==> src/logic/tho_pkg.sv <==
// constants, types and helpers shared by the trigger holdoff control block
package tho_pkg;

  // ----------------------------------------------------------------
  // clocking
  // ----------------------------------------------------------------
  localparam int unsigned SYS_CLK_MHZ = 250;     // clk_sys rate
  localparam int unsigned REF_CLK_MHZ = 100;     // holdoff time base
  localparam int unsigned ACC_W       = 9;       // phase accumulator width
  localparam logic [ACC_W-1:0] ACC_STEP = ACC_W'(REF_CLK_MHZ);
  localparam logic [ACC_W-1:0] ACC_MOD  = ACC_W'(SYS_CLK_MHZ);
  localparam logic [ACC_W-1:0] ACC_RST  = 9'h000;

  // ----------------------------------------------------------------
  // comparators and counter
  // ----------------------------------------------------------------
  localparam int unsigned N_SYNC = 3;            // sync comparators
  localparam int unsigned JW     = 16;           // johnson field width
  localparam int unsigned CW     = 6;            // binary count width
  localparam logic [CW-1:0] CNT_RST = 6'h00;

  // ----------------------------------------------------------------
  // serial string widths and fields
  // ----------------------------------------------------------------
  localparam int unsigned SAMP_W = 28;
  localparam int unsigned TRIG_W = 24;
  localparam int unsigned TB_W   = 24;

  // sampler string
  localparam int unsigned SP_LVL_LSB = 0;        // trigger level magnitude
  localparam int unsigned SP_LVL_MSB = 9;
  localparam int unsigned SP_LVL_SGN = 10;       // 1 = negative
  localparam int unsigned SP_SLOPE   = 11;       // 1 = negative slope
  localparam int unsigned SP_TEN_N   = 12;       // trigger enable, low true
  localparam int unsigned SP_OFS_LSB = 13;       // offset magnitude
  localparam int unsigned SP_OFS_MSB = 22;
  localparam int unsigned SP_OFS_SGN = 23;       // 1 = negative
  localparam int unsigned SP_X2_N    = 24;       // low true stages
  localparam int unsigned SP_X5_N    = 25;
  localparam int unsigned SP_X10_N   = 26;
  localparam int unsigned SP_OPEN    = 27;       // 1 = input path open

  // trigger string
  localparam int unsigned TS_CNT_LSB = 0;        // johnson holdoff count
  localparam int unsigned TS_CNT_MSB = 15;
  localparam int unsigned TS_EVENTS  = 16;       // 1 = events, 0 = time
  localparam int unsigned TS_NEG_LSB = 17;       // per comparator, 1 = neg
  localparam int unsigned TS_DIS_LSB = 20;       // per comparator, 1 = off
  localparam int unsigned TS_INVERT  = 23;       // common invert line

  localparam logic [SAMP_W-1:0] SAMP_RST = 28'h0000000;
  localparam logic [TRIG_W-1:0] TRIG_RST = 24'h000000;
  localparam logic [TB_W-1:0]   TB_RST   = 24'h000000;

  // ----------------------------------------------------------------
  // holdoff sequencer
  // ----------------------------------------------------------------
  typedef enum logic [1:0] {
    HO_WAIT,                                     // loaded, awaiting edge
    HO_HOLD,                                     // counting down
    HO_ARMED                                     // fast flip-flop enabled
  } tho_state_t;

  // johnson code to binary: ones count, mirrored once the msb is set
  function automatic logic [CW-1:0] johnson_to_bin(input logic [JW-1:0] j);
    logic [CW-1:0] ones;
    ones = '0;
    for (int i = 0; i < JW; i++) begin
      ones = ones + {{(CW-1){1'b0}}, j[i]};
    end
    if (j[JW-1]) begin
      return CW'(2 * JW) - ones;
    end
    return ones;
  endfunction

endpackage

==> src/logic/tho_shift_latch.sv <==
// serial control string shifter with a holding latch
`timescale 1ns/100ps
module tho_shift_latch #(
  parameter int unsigned W = 24
) (
  input  wire logic         clk_sys,
  input  wire logic         rst,
  input  wire logic         shift_stb,        // one bit per transfer
  input  wire logic         serial_data_line, // data bit of the transfer
  input  wire logic         latch_stb,        // copy shifter to latch
  output logic [W-1:0]      latched_reg,      // holding latch
  output logic              loaded_reg        // pulse after each latch
);

  logic [W-1:0] shift_reg;                    // shift stage
  logic [W-1:0] shift_next;
  logic [W-1:0] latched_next;
  logic         loaded_next;

  // ----------------------------------------------------------------
  // next values
  // ----------------------------------------------------------------
  // first bit in lands at bit 0 after a full string
  always_comb begin
    shift_next   = shift_reg;
    latched_next = latched_reg;
    loaded_next  = 1'b0;
    if (shift_stb) begin
      shift_next = {serial_data_line, shift_reg[W-1:1]}; // RULE17
    end
    if (latch_stb) begin
      latched_next = shift_reg;                          // RULE18
      loaded_next  = 1'b1;
    end
  end

  // registers only
  always_ff @(posedge clk_sys) begin
    if (rst) begin
      shift_reg   <= '0;
      latched_reg <= '0;
      loaded_reg  <= 1'b0;
    end else begin
      shift_reg   <= shift_next;
      latched_reg <= latched_next;
      loaded_reg  <= loaded_next;
    end
  end
endmodule // tho_shift_latch

==> src/logic/tho_holdoff_top.sv <==
// trigger holdoff sequencer, sync comparator gating and string latches
`timescale 1ns/100ps

// How it works
// RULE1: time mode counts 100 MHz reference ticks
// RULE2: events mode counts real trigger clocks
// RULE3: first edge enters holdoff, terminal count arms
// RULE4: first trigger after terminal count is accepted
// RULE5: accepted trigger reloads the holdoff counter
// RULE6: status bit shows the holdoff counter state
// RULE7: host ignores first count-down after loading
// RULE8: disabling all comparators isolates external triggers
// RULE9: polarity, invert or level swing make triggers
// RULE10: host sets idle comparator polarity negative
// RULE11: comparator clocks are ORed, resting low
// RULE12: fast trigger responds to rising edges only
// RULE13: four attenuator bits: x10, x5, x2, open
// RULE14: all stages off plus open means grounded
// RULE15: sampler string is bit mapped sign magnitude
// RULE16: counts arrive as johnson code
// RULE17: strings shift one bit per transfer
// RULE18: sampler and trigger latch on strobe
// RULE19: timebase latches on run/stop toggle
// RULE20: load value and mode from trigger string
module tho_holdoff_top (
  input  wire logic        clk_sys,
  input  wire logic        rst,
  input  wire logic [2:0]  sync_cmp_in,     // comparator outputs, async
  input  wire logic        serial_data_line,
  input  wire logic        samp_shift_stb,  // sampler string transfer
  input  wire logic        trig_shift_stb,  // trigger string transfer
  input  wire logic        tb_shift_stb,    // timebase string transfer
  input  wire logic        samp_wr_stb,     // write pulse to sampler
  input  wire logic        samp_rd_stb,     // read pulse to sampler
  input  wire logic        trig_wr_stb,     // write pulse to trigger
  input  wire logic        trig_rd_stb,     // read pulse to trigger
  input  wire logic        run_stop,        // parallel run/stop level
  output logic             holdoff_status,  // high while holding off
  output logic             trig_armed,      // fast flip-flop enabled
  output logic             trig_event,      // one pulse per trigger
  output logic             trig_clk_any,    // ORed comparator clocks
  output logic [9:0]       samp_lvl_mag,
  output logic             samp_lvl_neg,
  output logic             samp_slope_neg,
  output logic             samp_trig_en_n,
  output logic [9:0]       samp_ofs_mag,
  output logic             samp_ofs_neg,
  output logic             att_x10_n,
  output logic             att_x5_n,
  output logic             att_x2_n,
  output logic             att_path_open,
  output logic             att_grounded,    // attenuator output at ground
  output logic [23:0]      tb_ctrl          // latched timebase string
);

  // ----------------------------------------------------------------
  // declarations
  // ----------------------------------------------------------------
  logic [tho_pkg::SAMP_W-1:0] samp_str;      // latched sampler string
  logic [tho_pkg::TRIG_W-1:0] trig_str;      // latched trigger string
  logic [tho_pkg::TB_W-1:0]   tb_str;        // latched timebase string
  logic                       trig_loaded;   // pulse after trigger latch
  logic                       run_stop_d_reg;
  logic                       run_stop_d_next;
  logic                       tb_latch;      // run/stop toggled

  logic [tho_pkg::ACC_W-1:0]  acc_reg;       // reference phase
  logic [tho_pkg::ACC_W-1:0]  acc_next;
  logic                       ref_tick_reg;  // 100 MHz enable pulse
  logic                       ref_tick_next;

  logic [2:0] sync1_reg;                     // first synchroniser stage
  logic [2:0] sync2_reg;
  logic [2:0] sync3_reg;
  logic [2:0] filt_reg;                      // agreed comparator levels
  logic [2:0] filt_next;
  logic [2:0] tclk_reg;                      // gated per comparator
  logic [2:0] tclk_next;
  logic       comb_reg;                      // ORed trigger clock
  logic       comb_next;
  logic       comb_d_reg;                    // previous ORed level
  logic       comb_rise;                     // rising edge only

  tho_pkg::tho_state_t       state_reg;
  tho_pkg::tho_state_t       state_next;
  logic [tho_pkg::CW-1:0]    cnt_reg;        // holdoff down-counter
  logic [tho_pkg::CW-1:0]    cnt_next;
  logic [tho_pkg::CW-1:0]    load_val;       // decoded johnson count
  logic                      events_mode;
  logic                      count_edge;     // edge the counter sees
  logic                      status_next;
  logic                      armed_next;
  logic                      event_next;
  logic                      ground_next;

  // ----------------------------------------------------------------
  // serial string latches
  // ----------------------------------------------------------------
  // sampler and trigger latch on either strobe direction
  tho_shift_latch #(.W(tho_pkg::SAMP_W)) u_samp (
    .clk_sys          (clk_sys),
    .rst              (rst),
    .shift_stb        (samp_shift_stb),
    .serial_data_line (serial_data_line),
    .latch_stb        (samp_wr_stb | samp_rd_stb), // RULE18
    .latched_reg      (samp_str),
    .loaded_reg       ()
  );

  tho_shift_latch #(.W(tho_pkg::TRIG_W)) u_trig (
    .clk_sys          (clk_sys),
    .rst              (rst),
    .shift_stb        (trig_shift_stb),
    .serial_data_line (serial_data_line),
    .latch_stb        (trig_wr_stb | trig_rd_stb), // RULE18
    .latched_reg      (trig_str),
    .loaded_reg       (trig_loaded)
  );

  // timebase has no strobe: a run/stop change latches it
  assign tb_latch = run_stop ^ run_stop_d_reg;     // RULE19

  tho_shift_latch #(.W(tho_pkg::TB_W)) u_tb (
    .clk_sys          (clk_sys),
    .rst              (rst),
    .shift_stb        (tb_shift_stb),
    .serial_data_line (serial_data_line),
    .latch_stb        (tb_latch),
    .latched_reg      (tb_str),
    .loaded_reg       ()
  );

  // run/stop comes from host logic on this clock, no synchroniser
  always_comb begin
    run_stop_d_next = run_stop;
  end

  always_ff @(posedge clk_sys) begin
    if (rst) begin
      run_stop_d_reg <= 1'b0;
    end else begin
      run_stop_d_reg <= run_stop_d_next;
    end
  end

  // ----------------------------------------------------------------
  // reference tick divider
  // ----------------------------------------------------------------
  // 250 to 100 is not integer: phase accumulator, two ticks in five
  always_comb begin
    acc_next      = acc_reg + tho_pkg::ACC_STEP;
    ref_tick_next = 1'b0;
    if (acc_next >= tho_pkg::ACC_MOD) begin
      acc_next      = acc_next - tho_pkg::ACC_MOD;
      ref_tick_next = 1'b1;                        // RULE1
    end
  end

  always_ff @(posedge clk_sys) begin
    if (rst) begin
      acc_reg      <= tho_pkg::ACC_RST;
      ref_tick_reg <= 1'b0;
    end else begin
      acc_reg      <= acc_next;
      ref_tick_reg <= ref_tick_next;
    end
  end

  // ----------------------------------------------------------------
  // comparator inputs and trigger clock
  // ----------------------------------------------------------------
  // level changes count only once stages two and three agree
  always_comb begin
    filt_next = (sync2_reg & sync3_reg) |
                (filt_reg & (sync2_reg ^ sync3_reg));
    // negative polarity on an idle low input rests low
    tclk_next = ~trig_str[tho_pkg::TS_DIS_LSB +: 3] &         // RULE8
                (filt_reg ^ ~trig_str[tho_pkg::TS_NEG_LSB +: 3] ^
                 {3{trig_str[tho_pkg::TS_INVERT]}});          // RULE9
    comb_next = |tclk_reg;                                    // RULE11
  end

  // synchroniser, filter and OR tree registers
  always_ff @(posedge clk_sys) begin
    if (rst) begin
      sync1_reg  <= 3'h0;
      sync2_reg  <= 3'h0;
      sync3_reg  <= 3'h0;
      filt_reg   <= 3'h0;
      tclk_reg   <= 3'h0;
      comb_reg   <= 1'b0;
      comb_d_reg <= 1'b0;
    end else begin
      sync1_reg  <= sync_cmp_in;
      sync2_reg  <= sync1_reg;
      sync3_reg  <= sync2_reg;
      filt_reg   <= filt_next;
      tclk_reg   <= tclk_next;
      comb_reg   <= comb_next;
      comb_d_reg <= comb_reg;
    end
  end

  // falling edges of the ORed clock never reach the sequencer
  assign comb_rise = comb_reg & ~comb_d_reg;                  // RULE12

  // ----------------------------------------------------------------
  // holdoff sequencer
  // ----------------------------------------------------------------
  assign events_mode = trig_str[tho_pkg::TS_EVENTS];          // RULE20
  assign load_val    = tho_pkg::johnson_to_bin(
                         trig_str[tho_pkg::TS_CNT_MSB:
                                  tho_pkg::TS_CNT_LSB]);      // RULE16
  // source of counted edges picked by the mode bit
  assign count_edge  = events_mode ? comb_rise :              // RULE2
                                     ref_tick_reg;            // RULE1

  // a fresh trigger string restarts the cycle with its new count;
  // the first count-down after this is not trusted by software
  always_comb begin
    state_next = state_reg;
    cnt_next   = cnt_reg;
    event_next = 1'b0;
    if (trig_loaded) begin
      state_next = tho_pkg::HO_WAIT;
      cnt_next   = load_val;                                  // RULE20
    end else begin
      unique case (state_reg)
        tho_pkg::HO_WAIT: begin
          // first counted edge starts holdoff
          if (count_edge) begin
            state_next = tho_pkg::HO_HOLD;                    // RULE3
          end
        end
        tho_pkg::HO_HOLD: begin
          if (cnt_reg == tho_pkg::CNT_RST) begin
            state_next = tho_pkg::HO_ARMED;                   // RULE3
          end else if (count_edge) begin
            cnt_next = cnt_reg - 6'h01;                       // RULE3
          end
        end
        tho_pkg::HO_ARMED: begin
          // accepted trigger fires and reloads in one step
          if (comb_rise) begin
            event_next = 1'b1;                                // RULE4
            state_next = tho_pkg::HO_WAIT;                    // RULE5
            cnt_next   = load_val;                            // RULE5
          end
        end
      endcase
    end
    status_next = (state_next == tho_pkg::HO_HOLD);           // RULE6
    armed_next  = (state_next == tho_pkg::HO_ARMED);
  end

  always_ff @(posedge clk_sys) begin
    if (rst) begin
      state_reg      <= tho_pkg::HO_WAIT;
      cnt_reg        <= tho_pkg::CNT_RST;
      holdoff_status <= 1'b0;
      trig_armed     <= 1'b0;
      trig_event     <= 1'b0;
    end else begin
      state_reg      <= state_next;
      cnt_reg        <= cnt_next;
      holdoff_status <= status_next;
      trig_armed     <= armed_next;
      trig_event     <= event_next;
    end
  end

  // ----------------------------------------------------------------
  // sampler fields
  // ----------------------------------------------------------------
  // bit mapped, magnitude and sign kept apart as the string holds them
  assign samp_lvl_mag   = samp_str[tho_pkg::SP_LVL_MSB:
                                   tho_pkg::SP_LVL_LSB];      // RULE15
  assign samp_lvl_neg   = samp_str[tho_pkg::SP_LVL_SGN];      // RULE15
  assign samp_slope_neg = samp_str[tho_pkg::SP_SLOPE];
  assign samp_trig_en_n = samp_str[tho_pkg::SP_TEN_N];
  assign samp_ofs_mag   = samp_str[tho_pkg::SP_OFS_MSB:
                                   tho_pkg::SP_OFS_LSB];      // RULE15
  assign samp_ofs_neg   = samp_str[tho_pkg::SP_OFS_SGN];      // RULE15
  assign att_x10_n      = samp_str[tho_pkg::SP_X10_N];        // RULE13
  assign att_x5_n       = samp_str[tho_pkg::SP_X5_N];         // RULE13
  assign att_x2_n       = samp_str[tho_pkg::SP_X2_N];         // RULE13
  assign att_path_open  = samp_str[tho_pkg::SP_OPEN];         // RULE13
  assign tb_ctrl        = tb_str;
  assign trig_clk_any   = comb_reg;

  // stages are low true: all high plus open path leaves only ground
  always_comb begin
    ground_next = samp_str[tho_pkg::SP_X10_N] &
                  samp_str[tho_pkg::SP_X5_N] &
                  samp_str[tho_pkg::SP_X2_N] &
                  samp_str[tho_pkg::SP_OPEN];                 // RULE14
  end

  always_ff @(posedge clk_sys) begin
    if (rst) begin
      att_grounded <= 1'b0;
    end else begin
      att_grounded <= ground_next;
    end
  end
endmodule // tho_holdoff_top

==> config.mk <==
export PLATFORM = sky130hd
export DESIGN_NAME = tho_holdoff_top
export DESIGN_NICKNAME = d
export VERILOG_FILES = /design/src/logic/tho_pkg.sv /design/src/logic/tho_shift_latch.sv /design/src/logic/tho_holdoff_top.sv
export SDC_FILE = /design/constraint.sdc
export NUM_CORES = 1
export LEC_CHECK = 0
export BUFFER_PORTS_ARGS = -buffer_cell sky130_fd_sc_hd__buf_2
export CORE_AREA = 2 2 117 119
export CTS_CLUSTER_DIAMETER = 40
export DETAILED_ROUTE_END_ITERATION = 7
export DIE_AREA = 0 0 119 121
export PLACE_DENSITY = 0.85
export SLEW_MARGIN = 25
export SYNTH_ARGS = -nofsm -noshare
export SYNTH_HDL_FRONTEND = slang
export SYNTH_SLANG_ARGS = --single-unit
==> constraint.sdc <==
create_clock -name clk_sys -period 11.12 [get_ports clk_sys]
set_input_delay 2.224 -clock clk_sys [delete_from_list [all_inputs] [get_ports clk_sys]]
set_output_delay 2.224 -clock clk_sys [all_outputs]
set_load 0.03 [all_outputs]
Word level (Yosys, flattened, before mapping)
Index checks and enable logic that the tools add are counted.

Register bits after elaboration: 193. Latch bits: 0. RAM bits: 0. Bits in read-only memories: 0. Bits of input ports: 14. Output and inout port bits: 57. Logic and storage cells: 92. Memories: 0.

Add/subtract/negate cells: 19. Multiply operators: 0. Divide/modulo/power cells: 0. $lt $le $gt $ge: 1. Equality and inequality tests: 7. Shift-type cells: 0. Multiplexer cells: 18. Bitwise operators: 18. Reductions and logical operators: 6.

Operator list (number): adder 6 x 1 -> 6 bit (10); 2-to-1 mux 6 bit (6); case mux 6 bit (2 select lines) (1); adder 9 x 7 -> 9 bit, second input constant (1); bitwise AND 3 bit (3); greater-or-equal comparator 9 x 8 -> 1 bit, second input constant (1); 2-to-1 mux 9 bit (1); != test 3 x 2 -> 1 bit, second input constant (3); subtractor 9 x 8 -> 9 bit, second input constant (1); XOR 3 bit (3); 2-to-1 mux 2 bit (4); adder 5 x 1 -> 6 bit (1); logical NOT 6 bit (1); NOT 3 bit (2); case mux 2 bit (3 select lines) (1); OR reduction 3 bit (2); subtractor 6 x 1 -> 6 bit, second input constant (1); subtractor 6 bit, first input constant (1); adder 4 x 1 -> 5 bit (1); 2-to-1 mux 1 bit (5); adder 3 x 1 -> 4 bit (1); bitwise AND 1 bit (4); equality test 2 x 1 -> 1 bit, second input constant (2); equality test 2 bit, second input constant (2); 9 further kinds (11).

Logic depth before layout (Yosys ltp)
Word-level depth: 21. Depth in mapped cells: 16. Gate-level depth less buffers: 15.

Cells and area by module
From an unflattened synthesis, not the netlist that was laid out.

Cells, all modules: 777. Area total of the unflattened synthesis: 8064.0 um2.

Modules (own cells, without submodules): tho_shift_latch (u_tb ...) (instances 2, cells each 157, area an instance 1771.7 um2, sequential area each 980.9 um2); tho_holdoff_top (instances 1, cells each 281, area an instance 2499.9 um2, sequential area each 780.7 um2); tho_shift_latch (u_samp) (instances 1, cells each 182, area an instance 2020.7 um2, sequential area each 1141.1 um2).

Least setup slack after synthesis
Ideal clock, no wire load.

Path kind: register -> register. From: reg u_trig.latched_reg[15]. To: reg cnt_reg[3] (netlist name). Library setup time: 0.131 ns. Arrival: 4.164 ns. Setup slack: 6.826 ns. Cell stages (with the launch flop): 16. Path buffers: 1. Clock period less this slack: 4.294 ns. Cells stage by stage: dfxtp_1 > clkbuf_1 > inv_1 > fa_1 > fa_1 > fa_1 > fa_1 > inv_1 > ha_1 > inv_1 > fa_1 > nor2b_1 > a31o_2 > or3_1 > a31oi_1 > o31ai_1.

Cells in the longest elaborated chain, start to end: 7. Elaborated cells on any way between the ends: 8. Those cells by class: add/sub (2); mux (6).

RTL lines: start, declared (RTL line tho_shift_latch.sv:11) `output logic [W-1:0] latched_reg,`; start signal, assigned (RTL line tho_shift_latch.sv:45) `latched_reg <= latched_next;`; adder 6 x 1 -> 6 bit (RTL line tho_pkg.sv:69) `ones = ones + {{(CW-1){1'b0}}, j[i]};`; subtractor 6 bit (RTL line tho_pkg.sv:72) `return CW'(2 * JW) - ones;`; 2-to-1 mux 6 bit (RTL line tho_pkg.sv:71) `if (j[JW-1]) begin`; 2-to-1 mux 6 bit * (RTL line tho_pkg.sv:74) `return ones;`; 2-to-1 mux 6 bit (RTL line tho_holdoff_top.sv:244) `if (comb_rise) begin`; case mux 6 bit (2 select lines) (RTL line tho_holdoff_top.sv:228) `unique case (state_reg)`; 2-to-1 mux 6 bit * (RTL line tho_holdoff_top.sv:224) `if (trig_loaded) begin`; end signal, assigned (RTL line tho_holdoff_top.sv:259) `cnt_reg <= tho_pkg::CNT_RST;`; end signal, assigned (RTL line tho_holdoff_top.sv:265) `cnt_reg <= cnt_next;`; end, declared (RTL line tho_holdoff_top.sv:86) `logic [tho_pkg::CW-1:0] cnt_reg;`.

Every way passes the cells marked *; elsewhere a longest branch is shown, timed or not. The select of a mux whose other input is x is not followed. A chain may end at the register's enable or synchronous reset.

Worst setup path in the final report
Ends and elaborated chain as after synthesis.

==> run metrics <==
CP startpoint kind flip-flop; Setup crit start u_trig.latched_reg[15]$_SDFFE_PP0P_; Synth cell types 57; first-pass detailed-route iteration total 4; clock root buffer clkbuf_16; Resized Gates After CTS 0; status completed; Crit path required time 11.39 ns; RR Startpoint u_trig.latched_reg[15]$_SDFFE_PP0P_; Worst Setup End Kind flip-flop; H-Tree Depth 4; Die X 119 um; WL final 14,200 um; CTS tree built; average routed wire per standard cell 12.9 um; first-pass GRT wire length 24,000 um; Finished Cell Area 0.00878 mm2; Max transition margin 36.1%; Detail Route Antenna Nets 0; Setup Buffers After CTS 0; Clock Path Buffers 2; placed inst area 0.00814 mm2; ant diodes 0; Leak 3.64 nW; unrepaired setup endpoints after global routing no; via count 5,805; pin count of the biggest net entering global routing 102; crit path DAT 4.79 ns; Setup violations, final 0; CTS buffer count 17; Final min period 4.51 ns; Async SR Flop Fraction 0%; setup_tns 0 ns; pre-CTS setup slack 6.64 ns; max cap viols 0; Hold Path Class flip-flop to flip-flop; antenna violations before repair 0; vias per inst 5.31; row cnt 42; Post-Syn Area 0.00773 mm2; die area 0.0144 mm2; FF-to-FF path depth 14; pwr/cell area 172 mW/mm2; Max Clk Rate 0.222 GHz; io pins 71; Ys Warns 0; clock sink count 192; Initial Utilization 59.1%; R2R Setup Slk 6.61 ns; Syn Area/Cell 8.97 um2; end of the critical path cnt_reg[3]$_SDFFE_PP0P_; kind of critical path flip-flop to flip-flop; Final Hold Viols 0; Main synth FF type dfxtp_1; filler instances 1,003; final period utilization 40.6%; clock slew at reported path FFs 0.07 ns; layout cells sized above 1 13.2%; Area Overhead vs Synth 13.6%; #FFs+latches synth 192; GRT overflow 0; peak supply drop 0.000112 V; PortBufs 70; Die Span Y 121 um; initial DRC count 367; Slew Limit Fails 0; final HPWL from detailed placement 8900 um; final layout net count 946; Total Routing Usage GR 20.2%; DR DRC count 0; Post-synth EDFFs 0; Post-Synthesis Cells 861; Core ar. 0.0131 mm2; clock skew after layout 0.00700 ns; Post-Syn Nets 902; vias in the first global route 5,503; post-cts hold buffer count 0; Worst-Skew Late Latency 0.42 ns; Slew @ Worst Pin 0.959 ns; crit path max fanout 10; reg2reg end cnt_reg[3]$_SDFFE_PP0P_; sequential area share after synthesis 49.7%; RePlAce Congestion 0.825; PnR worst setup slack 6.61 ns
-- critical path, cell delays in order, from the launching register on --
cell	delay (ns)
dfxtp_1	0.54
inv_1	0.15
fa_1	0.52
fa_1	0.43
fa_1	0.51
fa_1	0.41
inv_1	0.07
ha_1	0.15
inv_1	0.05
fa_1	0.43
xor2_1	0.39
a211oi_1	0.14
or3_1	0.32
a31oi_1	0.18
o31ai_1	0.08
-- placed cells by master, fill, tap and decap left out, types with 2 or more instances in the layout --
| cell type | synthesis | layout |
|---|---|---|
| nand4_1 | 3 | 3 |
| inv_6 | 0 | 4 |
| inv_1 | 36 | 36 |
| o21ai_1 | 2 | 2 |
| nand3_1 | 3 | 3 |
| a211oi_1 | 5 | 5 |
| a31oi_1 | 3 | 3 |
| a21o_1 | 3 | 3 |
| clkbuf_8 | 0 | 4 |
| fa_1 | 10 | 10 |
| buf_2 | 8 | 69 |
| nor2b_1 | 22 | 22 |
| nand2_1 | 160 | 160 |
| xor2_1 | 4 | 4 |
| nor3_1 | 8 | 8 |
| bufinv_16 | 0 | 3 |
| nor2_1 | 101 | 101 |
| nand2b_1 | 3 | 3 |
| clkbuf_16 | 0 | 17 |
| buf_4 | 0 | 4 |
| clkbuf_1 | 31 | 2 |
| or4_1 | 2 | 2 |
| xnor2_1 | 12 | 11 |
| o21ai_0 | 10 | 10 |
| and3_1 | 2 | 2 |
| and2_1 | 3 | 3 |
| mux2_2 | 3 | 3 |
| or2_2 | 5 | 5 |
| nor4_1 | 2 | 2 |
| a311oi_1 | 2 | 2 |
| a211o_1 | 3 | 3 |
| dfxtp_1 | 192 | 192 |
| ha_1 | 17 | 17 |
| clkinv_4 | 0 | 2 |
| mux2i_1 | 76 | 76 |
| a21oi_1 | 94 | 94 |
| nor3b_1 | 2 | 2 |
-- per-layer routing --
metal / vias to the layer above / global-route usage (%) / part of all wire, %
li1: 2928 / - / -
met1: 2751 / 24.5 / 47
met2: 115 / 35.4 / 48
met3: 11 / 5.22 / 3.8
met4: 0 / 5.80 / 0.87
met5: - / 0 / 0
-- metrics by stage --
stage | power [mW] | hold WS, ns | cells | utilization (%)
global route | 1.57 | 0.458 | 1094 | 67.1
floorplan | 0.854 | 0.398 | 861 | -
CTS | 1.52 | 0.427 | 1094 | 67.0
finish | 1.51 | 0.427 | 1094 | 67.1
detailed placement | 0.884 | 0.412 | 1062 | 62.2
global placement | 0.880 | 0.409 | 1062 | 62.2
-- layout make-up --
class                           instances  area (um2)  share of cell area (%)
Sequential cell                       192        3840                    43.8
Tap cell                              176         220                    2.51
Clock inverter                          9         143                    1.62
Clock buffer                           23         488                    5.56
Multi-Input combinational cell        584        3570                    40.6
Timing Repair Buffer                   74         387                    4.40
Inverter                               36         135                    1.54
-- synthesized netlist by cell type (3+ instances only) --
| master | instances | area [um2] |
|---|---|---|
| nand4_1 | 3 | 18.8 |
| inv_1 | 36 | 135 |
| nor2_1 | 101 | 379 |
| buf_1 | 9 | 33.8 |
| nand2_1 | 160 | 601 |
| buf_2 | 8 | 40.0 |
| and2_1 | 3 | 18.8 |
| a211o_1 | 3 | 26.3 |
| fa_1 | 10 | 200 |
| dfxtp_1 | 192 | 3840 |
| nand3_1 | 3 | 15.0 |
| o21ai_0 | 10 | 50.1 |
| xnor2_1 | 12 | 105 |
| a21o_1 | 3 | 22.5 |
| nand2b_1 | 3 | 18.8 |
| mux2i_1 | 76 | 761 |
| nor3_1 | 8 | 40.0 |
| mux2_2 | 3 | 33.8 |
| a31oi_1 | 3 | 18.8 |
| nor2b_1 | 22 | 138 |
| ha_1 | 17 | 213 |
| clkbuf_1 | 31 | 116 |
| a211oi_1 | 5 | 37.5 |
| or2_2 | 5 | 31.3 |
| a21oi_1 | 94 | 470 |
| xor2_1 | 4 | 35.0 |
-- cells by family (layout without fill, tap and decap cells) --
logic type | count (synthesis) | after routing | share of synthesized area [%]
AO/OA/AOI/OAI | 138 | 138 | 10.4
XOR/XNOR | 17 | 17 | 2.17
adder cells (fa/ha/maj) | 27 | 27 | 5.34
buffers and inverters | 85 | 142 | 4.36
flip-flops | 192 | 192 | 49.7
multiplexers | 79 | 79 | 10.3
AND/OR/NAND/NOR | 323 | 323 | 17.7
-- how the worst min path moves through the flow --
stage / from / end / slack, ns / cells after the start
after floorplan: u_trig.latched_reg[20]$_SDFFE_PP0P_ / tclk_reg[0]$_SDFF_PP0_ / 0.40 / 1
after global placement: u_trig.latched_reg[21]$_SDFFE_PP0P_ / tclk_reg[1]$_SDFF_PP0_ / 0.41 / 1
after detailed placement: u_trig.latched_reg[21]$_SDFFE_PP0P_ / tclk_reg[1]$_SDFF_PP0_ / 0.41 / 1
after CTS: u_trig.latched_reg[21]$_SDFFE_PP0P_ / tclk_reg[1]$_SDFF_PP0_ / 0.43 / 1
after global routing: u_trig.latched_reg[20]$_SDFFE_PP0P_ / tclk_reg[0]$_SDFF_PP0_ / 0.46 / 1
final: u_trig.latched_reg[20]$_SDFFE_PP0P_ / tclk_reg[0]$_SDFF_PP0_ / 0.43 / 1
-- where the power goes --
part	switching, mW	internal (mW)	leakage [nW]
Combinational	0.0869	0.0574	1.77
Clock	0.255	0.382	0.309
Sequential	0.0220	0.705	1.55
No activity file was read; power rests on OpenSTA's default activity.
